**src/pkg/ffc_pkg.sv**
```systemverilog
// ffc_pkg: constants and types for the parallel flash command controller.
// assumes a 50 MHz controller clock and a byte-wide flash with active-low strobes.
package ffc_pkg;

	////////////////////////////////////////////////////////////////////////////////
	// widths
	localparam int ADDR_W = 18;
	localparam int DATA_W = 8;
	localparam int IDX_W = 3;
	localparam int CNT_W = 8;
	localparam int WIN_W = 11;

	////////////////////////////////////////////////////////////////////////////////
	// command codes
	localparam logic [7:0] CMD_PROGRAM = 8'hA0;
	localparam logic [7:0] CMD_ERASE_SETUP = 8'h80;
	localparam logic [7:0] CMD_SECTOR_ERASE = 8'h30;

	// unlock, reset and identifier cycles: plain defaults, to be set per part
	localparam logic [17:0] DEF_UNLOCK1_ADDR = 18'h00001;
	localparam logic [7:0] DEF_UNLOCK1_DATA = 8'h01;
	localparam logic [17:0] DEF_UNLOCK2_ADDR = 18'h00002;
	localparam logic [7:0] DEF_UNLOCK2_DATA = 8'h02;
	localparam logic [17:0] DEF_RESET_ADDR = 18'h00000;
	localparam logic [7:0] DEF_RESET_DATA = 8'h03;
	localparam logic [7:0] DEF_ID_DATA = 8'h04;

	////////////////////////////////////////////////////////////////////////////////
	// status bit positions
	localparam int BIT_POLL = 7;
	localparam int BIT_TOGGLE = 6;
	localparam int BIT_TIMEOUT = 5;
	localparam int BIT_ERASE_TIMER = 3;

	////////////////////////////////////////////////////////////////////////////////
	// sequence steps
	localparam logic [2:0] SEQ_IDX_U1 = 3'h0;
	localparam logic [2:0] SEQ_IDX_U2 = 3'h1;
	localparam logic [2:0] SEQ_IDX_CMD = 3'h2;
	localparam logic [2:0] SEQ_IDX_PGM_DATA = 3'h3;
	localparam logic [2:0] SEQ_IDX_U2B = 3'h4;
	localparam logic [2:0] SEQ_IDX_SECTOR = 3'h5;
	localparam logic [2:0] SEQ_LAST_SINGLE = 3'h0;
	localparam logic [2:0] SEQ_LAST_ID = 3'h2;
	localparam logic [2:0] SEQ_LAST_PROGRAM = 3'h3;
	localparam logic [2:0] SEQ_LAST_ERASE = 3'h5;

	////////////////////////////////////////////////////////////////////////////////
	// timing
	localparam int CLK_PERIOD_NS = 20;
	localparam int T_SETUP_NS = 20;
	localparam int T_STROBE_NS = 60;
	localparam int T_HOLD_NS = 20;
	localparam int ERASE_WINDOW_US = 30;
	localparam int CYC_SETUP_I = (T_SETUP_NS + CLK_PERIOD_NS - 1) / CLK_PERIOD_NS;
	localparam int CYC_STROBE_I = (T_STROBE_NS + CLK_PERIOD_NS - 1) / CLK_PERIOD_NS;
	localparam int CYC_HOLD_I = (T_HOLD_NS + CLK_PERIOD_NS - 1) / CLK_PERIOD_NS;
	localparam logic [7:0] CYC_SETUP = CNT_W'(CYC_SETUP_I < 1 ? 1 : CYC_SETUP_I);
	localparam logic [7:0] CYC_STROBE = CNT_W'(CYC_STROBE_I < 1 ? 1 : CYC_STROBE_I);
	localparam logic [7:0] CYC_HOLD = CNT_W'(CYC_HOLD_I < 1 ? 1 : CYC_HOLD_I);
	// longest window rounds down
	localparam logic [10:0] CYC_ERASE_WINDOW = WIN_W'((ERASE_WINDOW_US * 1000) / CLK_PERIOD_NS);
	localparam logic [7:0] CNT_ONE = 8'h01;
	localparam logic [10:0] WIN_ONE = 11'h001;

	////////////////////////////////////////////////////////////////////////////////
	// user operations
	typedef enum logic [2:0] {
		OP_READ,
		OP_PROGRAM,
		OP_ERASE,
		OP_ADD_SECTOR,
		OP_POLL,
		OP_RESET,
		OP_ID
	} ffc_op_t;

endpackage

```
**src/hdl/ffc_bus_cycle.sv**
```systemverilog
// ffc_bus_cycle: one read or write cycle on the flash pins.
// assumes the flash answers reads within the strobe time.
`timescale 1ns/1ps

module ffc_bus_cycle import ffc_pkg::*; #(
	parameter int AW = ADDR_W,
	parameter int DW = DATA_W
) (
	input wire logic i_clock,
	input wire logic i_rst,
	input wire logic i_start,
	input wire logic i_write,
	input wire logic [AW-1:0] i_addr,
	input wire logic [DW-1:0] i_wdata,
	output logic o_done,
	output logic [DW-1:0] o_rdata,
	output logic o_ce_n,
	output logic o_oe_n,
	output logic o_we_n,
	output logic [AW-1:0] o_addr,
	output logic [DW-1:0] o_dq_o,
	output logic o_dq_oe,
	input wire logic [DW-1:0] i_dq_i
);

	typedef enum logic [1:0] {
		BC_IDLE,
		BC_SETUP,
		BC_STROBE,
		BC_HOLD
	} ffc_bc_state_t;

	typedef struct packed {
		ffc_bc_state_t state;
		logic [CNT_W-1:0] cnt;
		logic write;
		logic [AW-1:0] addr;
		logic [DW-1:0] wdata;
		logic [DW-1:0] rdata;
		logic done;
		logic ce_n;
		logic oe_n;
		logic we_n;
		logic dq_oe;
	} ffc_bc_t;

	ffc_bc_t st_r;
	ffc_bc_t st_nxt;

	////////////////////////////////////////////////////////////////////////////////
	always_comb begin
		st_nxt = st_r;
		st_nxt.done = 1'b0;
		st_nxt.cnt = st_r.cnt + CNT_ONE;
		case (st_r.state)
			BC_IDLE: begin
				st_nxt.cnt = '0;
				if (i_start) begin
					st_nxt.state = BC_SETUP;
					st_nxt.write = i_write;
					st_nxt.addr = i_addr;
					st_nxt.wdata = i_wdata;
					st_nxt.ce_n = 1'b0;
					st_nxt.dq_oe = i_write;
				end
			end
			BC_SETUP: begin
				if (st_r.cnt == CYC_SETUP - CNT_ONE) begin
					st_nxt.cnt = '0;
					st_nxt.state = BC_STROBE;
					// write only with output gate high, read only with write strobe high
					st_nxt.we_n = ~st_r.write;
					st_nxt.oe_n = st_r.write;
				end
			end
			BC_STROBE: begin
				if (st_r.cnt == CYC_STROBE - CNT_ONE) begin
					st_nxt.cnt = '0;
					st_nxt.state = BC_HOLD;
					// address held from falling edge, data until rising edge
					st_nxt.we_n = 1'b1;
					st_nxt.oe_n = 1'b1;
					if (!st_r.write) begin
						st_nxt.rdata = i_dq_i;
					end
				end
			end
			BC_HOLD: begin
				if (st_r.cnt == CYC_HOLD - CNT_ONE) begin
					st_nxt.cnt = '0;
					st_nxt.state = BC_IDLE;
					st_nxt.ce_n = 1'b1;
					st_nxt.dq_oe = 1'b0;
					st_nxt.done = 1'b1;
				end
			end
			default: begin
				st_nxt.state = BC_IDLE;
			end
		endcase
	end

	always_ff @(posedge i_clock) begin
		if (i_rst) begin
			st_r <= '{state: BC_IDLE, cnt: '0, write: 1'b0, addr: '0, wdata: '0, rdata: '0,
				done: 1'b0, ce_n: 1'b1, oe_n: 1'b1, we_n: 1'b1, dq_oe: 1'b0};
		end else begin
			st_r <= st_nxt;
		end
	end

	assign o_done = st_r.done;
	assign o_rdata = st_r.rdata;
	assign o_ce_n = st_r.ce_n;
	assign o_oe_n = st_r.oe_n;
	assign o_we_n = st_r.we_n;
	assign o_addr = st_r.addr;
	assign o_dq_o = st_r.wdata;
	assign o_dq_oe = st_r.dq_oe;

endmodule // ffc_bus_cycle

```
**src/hdl/ffc_ctrl.sv**
```systemverilog
// ffc_ctrl: host-side controller for a byte-wide flash with command sequences and status polling.
// assumes one user command at a time; the flash pins are wired straight to the device.
`timescale 1ns/1ps

// Behaviour
// - program starts with two unlock writes then the program command code.
// - read twice, compare toggle; on timeout recheck; still toggling means fail, reset.
// - reset must follow a timeout before any new program or erase.
// - erase timer bit checked before and after each added sector command.
// - write only with chip-select and write strobe low, output gate high.
// - each added sector write must start within the window after the last.
// - sector erase takes six writes: unlocks, set-up, unlocks, sector code.
module ffc_ctrl import ffc_pkg::*; #(
	parameter int AW = ADDR_W,
	parameter int DW = DATA_W,
	parameter logic [ADDR_W-1:0] UNLOCK1_ADDR = DEF_UNLOCK1_ADDR,
	parameter logic [DATA_W-1:0] UNLOCK1_DATA = DEF_UNLOCK1_DATA,
	parameter logic [ADDR_W-1:0] UNLOCK2_ADDR = DEF_UNLOCK2_ADDR,
	parameter logic [DATA_W-1:0] UNLOCK2_DATA = DEF_UNLOCK2_DATA,
	parameter logic [ADDR_W-1:0] RESET_ADDR = DEF_RESET_ADDR,
	parameter logic [DATA_W-1:0] RESET_DATA = DEF_RESET_DATA,
	parameter logic [DATA_W-1:0] ID_DATA = DEF_ID_DATA
) (
	input wire logic i_clock,
	input wire logic i_rst,
	input wire logic i_cmd_valid,
	input wire ffc_op_t i_cmd_op,
	input wire logic [AW-1:0] i_cmd_addr,
	input wire logic [DW-1:0] i_cmd_data,
	output logic o_cmd_ready,
	output logic o_done,
	output logic o_fail,
	output logic [DW-1:0] o_rdata,
	output logic o_erase_window_open,
	output logic o_flash_ce_n,
	output logic o_flash_oe_n,
	output logic o_flash_we_n,
	output logic [AW-1:0] o_flash_addr,
	output logic [DW-1:0] o_flash_dq_o,
	output logic o_flash_dq_oe,
	input wire logic [DW-1:0] i_flash_dq_i
);

	typedef enum logic [2:0] {
		ST_IDLE,
		ST_TIMER_PRE,
		ST_WRITE,
		ST_TIMER_POST,
		ST_READ,
		ST_POLL_A,
		ST_POLL_B
	} ffc_state_t;

	typedef struct packed {
		ffc_state_t state;
		ffc_op_t op;
		logic [IDX_W-1:0] idx;
		logic [AW-1:0] addr;
		logic [DW-1:0] data;
		logic wait_bus;
		logic tog_first;
		logic tmo_seen;
		logic fail;
		logic done;
		logic [DW-1:0] rdata;
		logic [WIN_W-1:0] win_cnt;
		logic win_open;
	} ffc_ctrl_t;

	ffc_ctrl_t st_r;
	ffc_ctrl_t st_nxt;

	logic bus_start;
	logic bus_write;
	logic [AW-1:0] bus_addr;
	logic [DW-1:0] bus_wdata;
	logic bus_done;
	logic [DW-1:0] bus_rdata;
	logic [AW+DW-1:0] word;
	logic [IDX_W-1:0] last_idx;

	////////////////////////////////////////////////////////////////////////////////
	// address and data of one step of a command sequence
	function automatic logic [AW+DW-1:0] seq_word(input ffc_op_t op, input logic [IDX_W-1:0] idx,
		input logic [AW-1:0] a, input logic [DW-1:0] d);
		logic [AW-1:0] wa;
		logic [DW-1:0] wd;
		wa = UNLOCK1_ADDR;
		wd = UNLOCK1_DATA;
		if (op == OP_ADD_SECTOR) begin
			wa = a;
			wd = CMD_SECTOR_ERASE;
		end else if (op == OP_RESET) begin
			wa = RESET_ADDR;
			wd = RESET_DATA;
		end else if (idx == SEQ_IDX_U2 || idx == SEQ_IDX_U2B) begin
			wa = UNLOCK2_ADDR;
			wd = UNLOCK2_DATA;
		end else if (idx == SEQ_IDX_CMD) begin
			if (op == OP_PROGRAM) begin
				wd = CMD_PROGRAM;
			end else if (op == OP_ERASE) begin
				wd = CMD_ERASE_SETUP;
			end else begin
				wd = ID_DATA;
			end
		end else if (idx == SEQ_IDX_PGM_DATA && op == OP_PROGRAM) begin
			wa = a;
			wd = d;
		end else if (idx == SEQ_IDX_SECTOR) begin
			wa = a;
			wd = CMD_SECTOR_ERASE;
		end
		return {wa, wd};
	endfunction

	function automatic logic [IDX_W-1:0] seq_last(input ffc_op_t op);
		logic [IDX_W-1:0] n;
		n = SEQ_LAST_SINGLE;
		case (op)
			OP_PROGRAM: n = SEQ_LAST_PROGRAM;
			OP_ERASE: n = SEQ_LAST_ERASE;
			OP_ID: n = SEQ_LAST_ID;
			default: n = SEQ_LAST_SINGLE;
		endcase
		return n;
	endfunction

	////////////////////////////////////////////////////////////////////////////////
	always_comb begin
		st_nxt = st_r;
		st_nxt.done = 1'b0;
		bus_start = 1'b0;
		bus_write = 1'b0;
		bus_addr = st_r.addr;
		bus_wdata = st_r.data;
		word = seq_word(st_r.op, st_r.idx, st_r.addr, st_r.data);
		last_idx = seq_last(st_r.op);
		// time since the last sector-load strobe rose
		if (st_r.win_open) begin
			if (st_r.win_cnt == CYC_ERASE_WINDOW - WIN_ONE) begin
				st_nxt.win_open = 1'b0;
			end else begin
				st_nxt.win_cnt = st_r.win_cnt + WIN_ONE;
			end
		end
		// issue one bus cycle per state visit, and one per sequence step in ST_WRITE
		if (st_r.state != ST_IDLE && !st_r.wait_bus) begin
			bus_start = 1'b1;
			st_nxt.wait_bus = 1'b1;
		end
		if (st_r.state == ST_WRITE) begin
			bus_write = 1'b1;
			bus_addr = word[AW+DW-1:DW];
			bus_wdata = word[DW-1:0];
		end
		case (st_r.state)
			ST_IDLE: begin
				if (i_cmd_valid) begin
					st_nxt.op = i_cmd_op;
					st_nxt.addr = i_cmd_addr;
					st_nxt.data = i_cmd_data;
					st_nxt.idx = '0;
					st_nxt.fail = 1'b0;
					st_nxt.tmo_seen = 1'b0;
					case (i_cmd_op)
						OP_READ: st_nxt.state = ST_READ;
						OP_POLL: st_nxt.state = ST_POLL_A;
						OP_ADD_SECTOR: st_nxt.state = ST_TIMER_PRE;
						default: st_nxt.state = ST_WRITE;
					endcase
				end
			end
			ST_TIMER_PRE: begin
				if (bus_done) begin
					st_nxt.wait_bus = 1'b0;
					if (bus_rdata[BIT_ERASE_TIMER] || !st_r.win_open) begin
						st_nxt.fail = 1'b1;
						st_nxt.done = 1'b1;
						st_nxt.rdata = bus_rdata;
						st_nxt.state = ST_IDLE;
					end else begin
						st_nxt.state = ST_WRITE;
					end
				end
			end
			ST_WRITE: begin
				if (bus_done) begin
					st_nxt.wait_bus = 1'b0;
					st_nxt.idx = st_r.idx + 3'h1;
					if (st_r.idx == last_idx) begin
						st_nxt.idx = '0;
						case (st_r.op)
							OP_PROGRAM: st_nxt.state = ST_POLL_A;
							OP_ADD_SECTOR: begin
								st_nxt.win_open = 1'b1;
								st_nxt.win_cnt = '0;
								st_nxt.state = ST_TIMER_POST;
							end
							OP_ERASE: begin
								st_nxt.win_open = 1'b1;
								st_nxt.win_cnt = '0;
								st_nxt.done = 1'b1;
								st_nxt.state = ST_IDLE;
							end
							OP_ID: st_nxt.state = ST_READ;
							default: begin
								st_nxt.win_open = 1'b0;
								st_nxt.done = 1'b1;
								st_nxt.state = ST_IDLE;
							end
						endcase
					end
				end
			end
			ST_TIMER_POST: begin
				if (bus_done) begin
					st_nxt.wait_bus = 1'b0;
					st_nxt.fail = bus_rdata[BIT_ERASE_TIMER];
					st_nxt.rdata = bus_rdata;
					st_nxt.done = 1'b1;
					st_nxt.state = ST_IDLE;
				end
			end
			ST_READ: begin
				if (bus_done) begin
					st_nxt.wait_bus = 1'b0;
					st_nxt.rdata = bus_rdata;
					st_nxt.done = 1'b1;
					st_nxt.state = ST_IDLE;
				end
			end
			ST_POLL_A: begin
				if (bus_done) begin
					st_nxt.wait_bus = 1'b0;
					st_nxt.tog_first = bus_rdata[BIT_TOGGLE];
					st_nxt.state = ST_POLL_B;
				end
			end
			ST_POLL_B: begin
				if (bus_done) begin
					st_nxt.wait_bus = 1'b0;
					st_nxt.rdata = bus_rdata;
					if (bus_rdata[BIT_TOGGLE] == st_r.tog_first) begin
						// steady toggle bit; a program must also show its top bits
						if (st_r.op == OP_PROGRAM) begin
							st_nxt.fail = bus_rdata[BIT_POLL:BIT_TOGGLE] != st_r.data[BIT_POLL:BIT_TOGGLE];
						end
						st_nxt.win_open = 1'b0;
						st_nxt.done = 1'b1;
						st_nxt.state = ST_IDLE;
					end else if (st_r.tmo_seen) begin
						// still toggling after timeout: failed, reset the device
						st_nxt.op = OP_RESET;
						st_nxt.idx = '0;
						st_nxt.fail = 1'b1;
						st_nxt.state = ST_WRITE;
					end else begin
						st_nxt.tmo_seen = bus_rdata[BIT_TIMEOUT];
						st_nxt.state = ST_POLL_A;
					end
				end
			end
			default: begin
				st_nxt.state = ST_IDLE;
			end
		endcase
	end

	always_ff @(posedge i_clock) begin
		if (i_rst) begin
			st_r <= '{state: ST_IDLE, op: OP_READ, idx: '0, addr: '0, data: '0, wait_bus: 1'b0,
				tog_first: 1'b0, tmo_seen: 1'b0, fail: 1'b0, done: 1'b0, rdata: '0, win_cnt: '0, win_open: 1'b0};
		end else begin
			st_r <= st_nxt;
		end
	end

	////////////////////////////////////////////////////////////////////////////////
	ffc_bus_cycle #(
		.AW(AW),
		.DW(DW)
	) u_bus (
		.i_clock(i_clock),
		.i_rst(i_rst),
		.i_start(bus_start),
		.i_write(bus_write),
		.i_addr(bus_addr),
		.i_wdata(bus_wdata),
		.o_done(bus_done),
		.o_rdata(bus_rdata),
		.o_ce_n(o_flash_ce_n),
		.o_oe_n(o_flash_oe_n),
		.o_we_n(o_flash_we_n),
		.o_addr(o_flash_addr),
		.o_dq_o(o_flash_dq_o),
		.o_dq_oe(o_flash_dq_oe),
		.i_dq_i(i_flash_dq_i)
	);

	assign o_cmd_ready = st_r.state == ST_IDLE;
	assign o_done = st_r.done;
	assign o_fail = st_r.fail;
	assign o_rdata = st_r.rdata;
	assign o_erase_window_open = st_r.win_open;

endmodule // ffc_ctrl

```
**config.mk**
```make
export PLATFORM = sky130hd
export DESIGN_NAME = ffc_ctrl
export DESIGN_NICKNAME = d
export VERILOG_FILES = /design/src/pkg/ffc_pkg.sv /design/src/hdl/ffc_bus_cycle.sv /design/src/hdl/ffc_ctrl.sv
export SDC_FILE = /design/constraint.sdc
export NUM_CORES = 1
export LEC_CHECK = 0
export BUFFER_PORTS_ARGS = -buffer_cell sky130_fd_sc_hd__buf_2
export CORE_MARGIN = 2
export CORE_UTILIZATION = 45
export DETAILED_ROUTE_END_ITERATION = 8
export PLACE_DENSITY = 0.71
export SLEW_MARGIN = 40
export SYNTH_ARGS = -nofsm -noshare
export SYNTH_HDL_FRONTEND = slang
export SYNTH_HIERARCHICAL = 1
export SYNTH_SLANG_ARGS = --single-unit
```
**constraint.sdc**
```tcl
create_clock -name i_clock -period 2.2 [get_ports i_clock]
set_clock_uncertainty 0.05 [all_clocks]
set_input_delay 0.22 -clock i_clock [delete_from_list [all_inputs] [get_ports i_clock]]
set_output_delay 0.22 -clock i_clock [all_outputs]
set_load 0.02 [all_outputs]
```
[After elaboration in Yosys (flattened, before gate mapping)]
Index checks and enable logic that the tools add are counted.
Storage, ports and cells
  flip-flop bits (word level): 110
  output and inout bits: 42
  memories kept: 0
  memory bits (writable): 0
  logic and storage cells: 195
  memory bits (read-only): 0
  bits in latches: 0
Operators by class
  reduce and logical (&&, ||, !) cells: 36
  muxes and demuxes: 86
  $mul: 0
  bitwise gates (word level): 2
  order comparisons: 0
  shift-type cells: 0
  add/sub/neg operators: 3
  equal/unequal tests: 44
  divide/modulo/power cells: 0
Operator list (count)
  $mux 18: 7
  $mux 8: 8
  $mux 10: 6
  $mux 11: 4
  $pmux 10 s4: 1
  $mux 12: 3
  $pmux 3 s3: 4
  $mux 35: 1
  $pmux 8 s4: 1
  $mux 3: 9
  $eq 3x3->1 const B: 8
  $ne 2x1->1 const B: 11
  $eq 3x2->1 const B: 7
  $mux 1: 19
  $mux 6: 3
  $mux 9: 2
  $pmux 3 s6: 1
  $mux 2: 7
  $pmux 1 s2: 6
  $reduce_and 6->1: 2
  $add 11x1->11 const B: 1
  $eq 11x11->1 const B: 1
  $ne 2x2->1 const B: 5
  $eq 3x1->1 const B: 3
  other kinds (32): 51

[Longest topological paths before layout]
Gate-level depths: netlist of run 1.
  depth after elaboration: 8
  gate-level depth with buffers: 10

[Cells and area by module]
The synthesis of run 1 kept the hierarchy.
Modules (own cells, without submodules)
  ffc_ctrl: cells each 432, instances 1, area an instance 3407.0 um^2, sequential area each 1201.2 um^2
  ffc_bus_cycle: cells each 271, instances 1, area an instance 2321.0 um^2, sequential area each 1001.0 um^2

[Worst setup path after synthesis of run 1]
Ideal clock, no wire load.
  path kind: flip-flop to flip-flop
  start: reg st_r[58] in the netlist's numbering
  end: reg u_bus.st_r (netlist bit u_bus/o_addr[10])
  slack: -151 ps
  setup time: 70 ps
  clock period less this slack: 2351 ps
  buffers on the path: 3
  data arrival time: 2230 ps
  cell stages (with the launch flop): 9
  data required time: 2080 ps
  cell sequence: dfxtp_1 -> buf_2 -> nor3_1 -> nor2_1 -> or3b_2 -> buf_2 -> buf_1 -> nand2_1 -> a21oi_1
Between the ends
  cells in the longest elaborated chain, start to end: 4
  elaborated cells on any way between the ends: 6
  classes of those cells: eq/ne (1); mux (2); reduce/logical (3)
Ends and longest elaborated chain
  start, declared: RTL line ffc_ctrl.sv:70  | ffc_ctrl_t st_r;
  start signal, assigned: RTL line ffc_ctrl.sv:272  | st_r <= '{state: ST_IDLE, op: OP_READ, idx: '0, addr: '0, data: '0, wait_bus: 1'b0,
  start signal, assigned: RTL line ffc_ctrl.sv:275  | st_r <= st_nxt;
  $reduce_bool 3->1: RTL line ffc_ctrl.sv:148  | if (st_r.state != ST_IDLE && !st_r.wait_bus) begin
  $logic_and 1x1->1: RTL line ffc_ctrl.sv:148
  $mux 1: RTL line ffc_ctrl.sv:148
  net bus_start: RTL line ffc_ctrl.sv:73  | logic bus_start;
  $reduce_and 2->1 (no source line)
  end signal, assigned: RTL line ffc_bus_cycle.sv:105  | st_r <= '{state: BC_IDLE, cnt: '0, write: 1'b0, addr: '0, wdata: '0, rdata: '0,
  end signal, assigned: RTL line ffc_bus_cycle.sv:108  | st_r <= st_nxt;
  end, declared: RTL line ffc_bus_cycle.sv:47  | ffc_bc_t st_r;
The timed path passes the listed nets, and every way through them passes these cells.
A chain may end at the register's enable or synchronous reset.

[Worst setup path after layout of run 1]
  start: reg st_r[59] in the netlist's numbering
  end: reg u_bus.st_r (netlist bit u_bus/o_dq_o[7])
Between the ends
  elaborated cells on any way between the ends: 6
  classes of those cells: eq/ne (1); mux (2); reduce/logical (3)
RTL lines
  $eq 3x2->1: RTL line ffc_ctrl.sv:152  | if (st_r.state == ST_WRITE) begin
  $mux 8: RTL line ffc_ctrl.sv:152
  net bus_wdata[7]: RTL line ffc_ctrl.sv:76  | logic [DW-1:0] bus_wdata;
The timed path passes the listed nets, and every way through them passes these cells.

==> impl_metrics.json, run 1 <==
{
  "synthesis.instances": 703,
  "syn_nets": 754,
  "wirelength_mm": 13.12,
  "min_to": "st_r[44]$_SDFFE_PP0P_",
  "whs_path_depth": 3,
  "tightest_slew_ns": 0.6393,
  "drt-pass1-iter-count": 5,
  "drt_iter0_markers": 374,
  "grt_use_total_pct": 19.44,
  "ioPinCount": 82,
  "grt_first_pass_wirelength_mm": 21.04,
  "wl_per_cell_um": 14.37,
  "nets": 786,
  "grt_overflow": 0,
  "rsz0062_at_grt": "yes",
  "reg2regPathDepth": 7,
  "dieArea_um2": 13650,
  "antenna_found_initial": 1,
  "hold_buffers": 0,
  "crit_family": "compound AO/OA/AOI/OAI gates",
  "postSynth.asyncResetShare_pct": 0,
  "gp_congestion": 0.8332,
  "fin_tns_setup_ns": 0,
  "finalMaxSlewViolations": 0,
  "placed_cell_area_um2": 6007,
  "yosys_most_used_dff": "dfxtp_1",
  "max_stage_delay_ns": 0.41,
  "cts_num_sinks": 110,
  "critPathKind": "flip-flop to flip-flop",
  "clkTransAtPathRegs_ns": 0.08,
  "critPathSlowestCell": "or3b_1",
  "end_kind": "flip-flop",
  "synth_edf_count": 0,
  "finalSetupViolations": 0,
  "layout-drive-gt1-share_pct": 20.00,
  "cts_tree": "yes",
  "ys_seq_area_share_pct": 38.44,
  "powerDensity_nw_per_um2": 841.4,
  "r2r-end": "u_bus/o_dq_o[7]$_SDFFE_PP0P_",
  "design_area_um2": 6340,
  "vias": 4907,
  "rows": 41,
  "nFillCells": 1239,
  "fin_ws_ns": 0.1272,
  "fin_crit_sh_pct": 94.22,
  "status": "finished clean",
  "path_cells": "or3b_1, buf_4, a21o_1, o31ai_2, a22o_1, nand2_1, a21oi_1",
  "crit_arrival_ns": 2.32,
  "syn_avg_cell_area_um2": 8.148,
  "ys_seq_elements": 110,
  "synth_area_um2": 5728,
  "yosys_warnings": 6,
  "max_freq_mhz": 482.4,
  "dp_slack_ns": 0.08229,
  "clock_latency_ns": 0.37,
  "cp_max_fo": 8,
  "yosysUniqueCellTypes": 74,
  "routed_via_density": 5.375,
  "grt_pass1_vias": 4473,
  "hold_violations": 0,
  "syn_to_final_growth_pct": 10.68,
  "cts_buffers": 9,
  "total_leakage_power_nw": 2.448,
  "dieWidth_um": 116.8,
  "hp-class": "input pin to flip-flop",
  "hold_start": "i_cmd_addr[11]",
  "reg2reg_from": "st_r[59]$_SDFFE_PP0P_",
  "drv_cap": 0,
  "start_kind": "flip-flop",
  "period_needed_ns": 2.073,
  "dp_hpwl_mm": 9.412,
  "slew_headroom_pct": 57.38,
  "core_um2": 12520,
  "ir_drop_v": 0.0005407,
  "cts_max_path_buffers": 2,
  "drcViolationCount": 0,
  "grt_max_degree": 49,
  "root_buffer": "clkbuf_16",
  "port_buffers": 81,
  "start_util_pct": 45.76,
  "h-tree-depth": 3,
  "drtAntennaViolNets": 0,
  "worstPathRequired_ns": 2.45,
  "fp.dieH_um": 116.8,
  "hold_ws_ns": 0.04175,
  "path_buf_inv": 1,
  "reg2reg_slack_ns": 0.13
}
-- cell usage in the layout, fill, tap and decap left out, drive strengths merged, types with 6 or more instances in the layout --
cell type / Yosys / layout
nor3: 17 / 17
xor2: 10 / 10
nand2b: 23 / 23
a21oi: 77 / 77
clkbuf: 26 / 10
nand3b: 10 / 10
nor2b: 8 / 8
nor2: 43 / 43
and2: 20 / 20
a22oi: 9 / 9
o21ai: 16 / 16
nand4: 7 / 7
or3: 6 / 6
xnor2: 6 / 6
mux2i: 13 / 13
inv: 16 / 19
dfxtp: 110 / 110
buf: 61 / 108
nand3: 16 / 16
ha: 11 / 11
nand2: 123 / 123
-- final cells by class --
class	count	area, µm²	share of cell area, %
antenna	1	2.502	0.03947
clock buffer	10	229.0	3.612
clock inverter	6	63.81	1.007
inverter	16	65.06	1.026
multi-input combinational	490	2927	46.16
sequential	110	2205	34.77
tap	172	215.2	3.395
timing repair buffer	108	633.1	9.986
-- report_power, final --
group	switching [W]	internal, W
logic	0.000872	0.000562
registers	0.000145	0.00215
clock network	0.000808	0.000801
total	0.00183	0.00351
-- synthesized netlist by cell type, types with 3 or more instances --
cell type	instances	area, µm²
a211oi_1	5	37.54
a21oi_1	76	380.4
a22o_1	3	26.28
a22oi_1	9	67.56
a31oi_1	3	18.77
and2_1	20	125.1
and3_1	4	25.02
and4_1	4	35.03
buf_2	8	40.04
buf_4	45	337.8
buf_6	6	67.56
clkbuf_1	25	93.84
dfxtp_1	110	2202
ha_1	11	137.6
inv_1	15	56.30
mux2i_1	13	130.1
nand2_1	122	457.9
nand2b_1	22	137.6
nand3_1	16	80.08
nand3b_1	10	75.07
nand4_1	7	43.79
nor2_1	43	161.4
nor2b_1	8	50.05
nor3_1	17	85.08
nor4_1	3	18.77
o211ai_1	4	30.03
o21ai_0	15	75.07
o31ai_1	4	30.03
or3_1	6	37.54
xnor2_1	6	52.55
xor2_1	10	87.58
-- worst max-delay path by stage --
| stage | startpoint | end | cells after the start |
|---|---|---|---|
| after CTS | st_r[51]$_SDFFE_PP0P_ | u_bus/o_addr[8]$_SDFFE_PP0P_ | 10 |
| after global routing | st_r[59]$_SDFFE_PP0P_ | u_bus/o_dq_o[7]$_SDFFE_PP0P_ | 7 |
| after global placement | st_r[51]$_SDFFE_PP0P_ | u_bus/o_dq_o[7]$_SDFFE_PP0P_ | 8 |
| final | st_r[59]$_SDFFE_PP0P_ | u_bus/o_dq_o[7]$_SDFFE_PP0P_ | 7 |
| after floorplan | st_r[57]$_SDFFE_PP0P_ | o_rdata[0]$_SDFFE_PP0P_ | 9 |
| after detailed placement | st_r[51]$_SDFFE_PP0P_ | u_bus/o_addr[8]$_SDFFE_PP0P_ | 10 |
-- metal layers --
layer  share of wire [%]  vias up  track usage, %  wire, µm
met2                  47      142           31.29      6206
met1                  44     2302           24.90      5816
li1                    -     2441               -         -
met3                 6.4       20           4.995       840
met5                0.14        -               0        18
met4                 1.8        2           8.078       237
-- worst register-to-register path, stage by stage (launching register included) --
cell and delay (ns):
dfxtp_1 0.38, or3b_1 0.42, buf_4 0.16, a21o_1 0.20, o31ai_2 0.40, a22o_1 0.23
nand2_1 0.05, a21oi_1 0.12
-- logic make-up (layout without fill, tap and decap cells) --
family / Yosys count / in the layout / share of synthesized area [%]
AOI/OAI and AO/OA: 147 / 147 / 16.93
xor gates and xnor gates: 16 / 16 / 2.446
adders and majority gates: 11 / 11 / 2.403
buffers and inverters: 103 / 140 / 10.77
DFF: 110 / 110 / 38.44
muxes: 13 / 13 / 2.272
other: 0 / 1 / 0
and+or+nand+nor: 303 / 303 / 26.74
-- flip-flops by register name, summed over array words and instances (netlist names), 8 cells and up --
| name | flops |
|---|---|
| u_bus/o_addr | 18 |
| st_r | 49 |
| u_bus/st_r | 11 |
| u_bus/o_rdata | 8 |
| u_bus/o_dq_o | 8 |
| o_rdata | 8 |
-- through the flow --
step | utilization, % | power [W] | std cells
finish | 50.65 | 0.005335 | 913
global route | 50.63 | 0.005640 | 912
CTS | 50.33 | 0.005360 | 909
detailed placement | 47.99 | 0.003754 | 893
global placement | 47.99 | 0.003720 | 893
floorplan | - | 0.003380 | 703
-- what timing repair did --
item | in CTS | in global routing
setup endpoints to repair | 0 | 24
buffers inserted | 0 | 3
gates resized for setup | 0 | 4
No activity file was read; power rests on OpenSTA's default activity.
==> inputs of run 2 (changes only) <==
--- a/config.mk
+++ b/config.mk
@@ -5,6 +5,7 @@
 export SDC_FILE = /design/constraint.sdc
 export NUM_CORES = 1
 export LEC_CHECK = 0
+export ABC_AREA = 1
 export BUFFER_PORTS_ARGS = -buffer_cell sky130_fd_sc_hd__buf_2
 export CORE_MARGIN = 2
 export CORE_UTILIZATION = 45
==> run 2 against run 1 <==
Via count grew 0.16%. First-iteration DRC count shrank 17%. Worst setup slack gained 0.036 ns. Largest cell class unchanged. Sequential power grew 24%. Worst hold slack lost 0.0060 ns. Power grew 52%. Routed wire length shrank 6.6%. Synthesized cell count grew 13%. Sequential share of layout area grew 0.29 points. Critical path type unchanged. Critical path depth grew 2.
==> impl_metrics.json, run 2 <==
{
  "status": "finished clean",
  "crit_arrival_ns": 2.24,
  "antenna_found_initial": 2,
  "drv_cap": 0,
  "period_needed_ns": 2.037,
  "root_buffer": "clkbuf_16",
  "p_switching_w": 0.003459,
  "grt_overflow": 0,
  "cp_max_fo": 6,
  "syn_avg_cell_area_um2": 7.190,
  "dieWidth_um": 116.6,
  "drcViolationCount": 0,
  "dp_slack_ns": 0.2292,
  "drtAntennaViolNets": 0,
  "synth_area_um2": 5709,
  "seq_power_share_pct": 35.0,
  "gp_congestion": 0.8741,
  "hold_buffers": 0,
  "fin_crit_sh_pct": 92.58,
  "synthTopCellsByArea": "dfxtp_1, nor2_1, nand2_1",
  "grt_first_pass_wirelength_mm": 20.23,
  "cts-resized-gates": 0,
  "dieArea_um2": 13600,
  "clkTransAtPathRegs_ns": 0.08,
  "top_register": "st_r",
  "drt-pass1-iter-count": 5,
  "rsz0062_at_grt": "no",
  "yosys.area.top_type": "dfxtp_1",
  "syn_nets": 845,
  "grt_use_total_pct": 18.79,
  "final_util_pct": 50.17,
  "ys_seq_elements": 110,
  "rows": 41,
  "synth_edf_count": 0,
  "cp_common_cell": "inv_1",
  "powerDensity_nw_per_um2": 1292,
  "hold_violations": 0,
  "syn_to_final_growth_pct": 9.993,
  "max_freq_mhz": 491.0,
  "max_stage_delay_ns": 0.36,
  "finalMaxSlewViolations": 0,
  "total_leakage_power_nw": 2.787,
  "finalSetupViolations": 0,
  "hold_ws_ns": 0.03578,
  "nFillCells": 1286,
  "cts_max_path_buffers": 2,
  "ir_drop_v": 0.0006230,
  "start_kind": "flip-flop",
  "swShare_pct": 42.64,
  "worstPathRequired_ns": 2.40,
  "layout-drive-gt1-share_pct": 18.37,
  "ys_top_cells_by_count": "nor2_1, dfxtp_1, nand2_1",
  "core_um2": 12520,
  "grt_max_degree": 42,
  "yosysUniqueCellTypes": 44,
  "routed_via_density": 4.881,
  "start_util_pct": 45.61,
  "multi_input_area_um2": 2656,
  "hp-class": "input pin to flip-flop",
  "most-common-layout-cells": "nor2_1, dfxtp_1, nand2_1",
  "slew_headroom_pct": 67.35,
  "end_kind": "flip-flop",
  "yosys_most_used_dff": "dfxtp_1",
  "p_comb_share_pct": 44.5,
  "cts_tree": "yes",
  "postSynth.asyncResetShare_pct": 0,
  "final_common_cell": "nor2_1",
  "dp_hpwl_mm": 8.971,
  "grt_pass1_vias": 4458,
  "largest_reg_flops": 49,
  "path_cells": "inv_1, ha_1, inv_1, nor2_1, inv_1, a31oi_1, o22ai_1, o21ai_0, nor2_1",
  "fin_tns_setup_ns": 0,
  "fin_ws_ns": 0.1633,
  "h-tree-depth": 3,
  "tightest_slew_ns": 0.4846,
  "ioPinCount": 82,
  "cts_buffers": 9,
  "critPathSlowestCell": "dfxtp_1",
  "clock_latency_ns": 0.36,
  "fp.dieH_um": 116.6,
  "nets": 879,
  "synth.top_cell.area_share_pct": 38.57,
  "wl_per_cell_um": 12.17,
  "intPower_w": 0.004653,
  "synth_most_common_cell": "nor2_1",
  "vias": 4915,
  "total_power_w": 0.008113,
  "drt_iter0_markers": 310,
  "seqCellArea_um2": 2202,
  "ys_seq_area_share_pct": 38.57,
  "cts_num_sinks": 110,
  "wirelength_mm": 12.25,
  "yosys_warnings": 6,
  "port_buffers": 81,
  "critPathKind": "flip-flop to flip-flop",
  "synthesis.instances": 794,
  "postCtsSetupRepairBufs": 0,
  "pwr-share-clk_pct": 20.5
}
-- run 2: final timing paths --
check / depth (start not counted) / endpoint / start / slack, ns
max: 9 / u_bus/o_dq_o[2]$_SDFFE_PP0P_ / st_r[51]$_SDFFE_PP0P_ / 0.16
min: 3 / u_bus/o_rdata[1]$_SDFFE_PP0P_ / i_flash_dq_i[1] / 0.04
max reg2reg: 9 / u_bus/o_dq_o[2]$_SDFFE_PP0P_ / st_r[51]$_SDFFE_PP0P_ / 0.16
min reg2reg: 2 / st_r[42]$_SDFFE_PP0P_ / st_r[42]$_SDFFE_PP0P_ / 0.41
-- run 2: per-layer routing --
metal	global-route usage (%)	part of all wire [%]
met1	24.11	46
met2	29.84	46
met3	5.086	5.5
met4	8.157	3.1
met5	0	0
-- run 2: stage by stage --
stage / cells / area (µm²)
2_1_floorplan: 794 / 5709
3_3_place_gp: 989 / 5967
3_5_place_dp: 989 / 5967
4_1_cts: 1005 / 6275
5_1_grt: 1007 / 6280
6_report: 1007 / 6280
-- run 2: cells by family (layout without fill, tap and decap cells) --
logic type / Yosys count / after routing / share of synthesized area (%)
AO/OA/AOI/OAI: 161 / 161 / 15.91
adder cells (fa/ha/maj): 11 / 11 / 2.411
flip-flops: 110 / 110 / 38.57
XOR/XNOR: 15 / 15 / 2.301
AND/OR/NAND/NOR: 333 / 333 / 25.90
buffers and inverters: 164 / 203 / 14.90
other: 0 / 2 / 0
-- run 2: layout make-up --
cell class                      count  share of cell area, %
Multi-Input combinational cell    520                  42.30
Tap cell                          172                  3.427
Inverter                           94                  5.738
Clock buffer                        9                  3.586
Clock inverter                      7                  1.315
Sequential cell                   110                  35.07
Timing Repair Buffer               93                  8.488
Antenna cell                        2                0.07970
-- run 2: power by group through the flow --
stage | clock network [W] | registers, W | logic (W)
3_3_place_gp | 0 | 0.00287 | 0.00360
5_1_grt | 0.00179 | 0.00290 | 0.00406
3_5_place_dp | 0 | 0.00288 | 0.00362
2_1_floorplan | 0 | 0.00282 | 0.00313
6_report | 0.00166 | 0.00284 | 0.00361
4_1_cts | 0.00171 | 0.00284 | 0.00363
-- run 2: worst max-delay path: cells and delay by family (launching register included) --
| family | cells | cell delay, ns |
|---|---|---|
| AOI/OAI and AO/OA | 3 | 0.69 |
| DFF | 1 | 0.36 |
| buffers and inverters | 3 | 0.36 |
| and+or+nand+nor | 2 | 0.31 |
| adders and majority gates | 1 | 0.16 |
==> inputs of run 3 (changes only) <==
--- a/config.mk
+++ b/config.mk
@@ -10,6 +10,7 @@
 export CORE_MARGIN = 2
 export CORE_UTILIZATION = 45
 export DETAILED_ROUTE_END_ITERATION = 8
+export HOLD_SLACK_MARGIN = 0.08
 export PLACE_DENSITY = 0.71
 export SLEW_MARGIN = 40
 export SYNTH_ARGS = -nofsm -noshare
==> run 3 against run 2 <==
Critical path depth is the same. Die area unchanged. Worst hold slack gained 0.050 ns. Via count grew 0.83%. Critical path type unchanged.
==> impl_metrics.json, run 3 (same netlist as run 2, synthesis figures left out) <==
{
  "status": "finished clean",
  "largest_reg_flops": 49,
  "routed_via_density": 4.878,
  "start_kind": "flip-flop",
  "drt_iter0_markers": 314,
  "cp_max_fo": 6,
  "grt_max_degree": 42,
  "wirelength_mm": 12.32,
  "start_util_pct": 45.61,
  "fin_tns_setup_ns": 0,
  "dp_hpwl_mm": 8.971,
  "reg2reg_from": "st_r[51]$_SDFFE_PP0P_",
  "max_stage_delay_ns": 0.36,
  "cts_tree": "yes",
  "cts_buffers": 9,
  "crit_start": "st_r[51]$_SDFFE_PP0P_",
  "layout-drive-gt1-share_pct": 18.15,
  "ioPinCount": 82,
  "syn_to_final_growth_pct": 11.70,
  "hp-class": "input pin to flip-flop",
  "path_buf_inv": 3,
  "fin_crit_sh_pct": 91.11,
  "wl_per_cell_um": 12.13,
  "drcViolationCount": 0,
  "design_area_um2": 6377,
  "placed_cell_area_um2": 5967,
  "whs_path_depth": 3,
  "cts_num_sinks": 110,
  "dieArea_um2": 13600,
  "critPathSlowestCell": "dfxtp_1",
  "top_register": "st_r",
  "cts_max_path_buffers": 2,
  "tightest_slew_ns": 0.4843,
  "critPathKind": "flip-flop to flip-flop",
  "hold_violations": 0,
  "total_leakage_power_nw": 2.829,
  "final_common_cell": "nor2_1",
  "ir_drop_v": 0.0006377,
  "nets": 889,
  "fp.dieH_um": 116.6,
  "rows": 41,
  "dp_cells": 989,
  "vias": 4956,
  "drv_cap": 0,
  "root_buffer": "clkbuf_16",
  "grt_first_pass_wirelength_mm": 20.36,
  "most-common-layout-cells": "nor2_1, dfxtp_1, nand2_1",
  "clkTransAtPathRegs_ns": 0.08,
  "grt_use_total_pct": 18.92,
  "core_um2": 12520,
  "hold_start": "i_cmd_data[1]",
  "h-tree-depth": 3,
  "finalSetupViolations": 0,
  "rsz0062_at_grt": "no",
  "dieWidth_um": 116.6,
  "reg2regPathDepth": 9,
  "powerDensity_nw_per_um2": 1275,
  "period_needed_ns": 2.004,
  "drtAntennaViolNets": 0,
  "grt_pass1_vias": 4514,
  "hold_ws_ns": 0.08567,
  "path_depth": 9,
  "gp_congestion": 0.8741,
  "end_kind": "flip-flop",
  "fin_cells": 1016,
  "grt_overflow": 0,
  "worstPathRequired_ns": 2.40,
  "antenna_found_initial": 1,
  "port_buffers": 81,
  "crit_arrival_ns": 2.21,
  "clock_latency_ns": 0.36,
  "total_power_w": 0.008130,
  "max_freq_mhz": 498.9,
  "path_cells": "inv_1, ha_1, inv_1, nor2_1, inv_1, a31oi_1, o22ai_1, o21ai_0, nor2_1",
  "cp_common_cell": "inv_1",
  "postCtsSetupRepairBufs": 0,
  "crit_family": "compound AO/OA/AOI/OAI gates",
  "drt-pass1-iter-count": 5,
  "finalMaxSlewViolations": 0,
  "slew_headroom_pct": 67.37
}
==> run 3: worst min-delay path: cells and delay by family <==
family	cells	cell delay (ns)
AOI/OAI and AO/OA	2	0.17
buffers and inverters	1	0.07
==> run 3: cell type report <==
type / instances / area (µm²)
multi-input combinational: 520 / 2656
sequential: 110 / 2202
tap: 172 / 215.2
antenna: 1 / 2.502
inverter: 94 / 360.3
timing repair buffer: 103 / 633.1
clock buffer: 9 / 225.2
clock inverter: 7 / 82.58
fill: 1272 / 6140
==> run 3: power by group <==
part / switching, W / total (W) / leakage [nW] / internal (W)
Sequential: 0.000315 / 0.00284 / 0.900 / 0.00252
Combinational: 0.00238 / 0.00363 / 1.78 / 0.00125
Clock: 0.000767 / 0.00167 / 0.153 / 0.000899
==> run 3: timing repair <==
action | in CTS | in global routing
endpoints found under the hold margin | 10 | 0
hold buffers | 10 | 0
gates resized for setup | 0 | 0
==> run 3: layer usage <==
layer / track usage (%) / part of all wire, % / vias to the layer above
li1: - / - / 2592
met1: 24.20 / 46 / 2204
met2: 30.31 / 46 / 129
met3: 5.034 / 5.4 / 31
met4: 8.000 / 3.2 / 0
met5: 0 / 0 / -
==> run 3: path summary, 6_finish.rpt <==
check / to / slack [ns]
hold / removal: st_r[26]$_SDFFE_PP0P_ / 0.09
setup / recovery: u_bus/o_dq_o[2]$_SDFFE_PP0P_ / 0.20
setup reg to reg: u_bus/o_dq_o[2]$_SDFFE_PP0P_ / 0.20
hold reg to reg: st_r[42]$_SDFFE_PP0P_ / 0.40
==> run 3: metrics by stage <==
stage	setup slack [ns]	util, %
floorplan	0.3813	-
global placement	0.2641	47.67
detailed placement	0.2292	47.67
CTS	0.2266	50.93
global route	0.02664	50.95
finish	0.1956	50.95
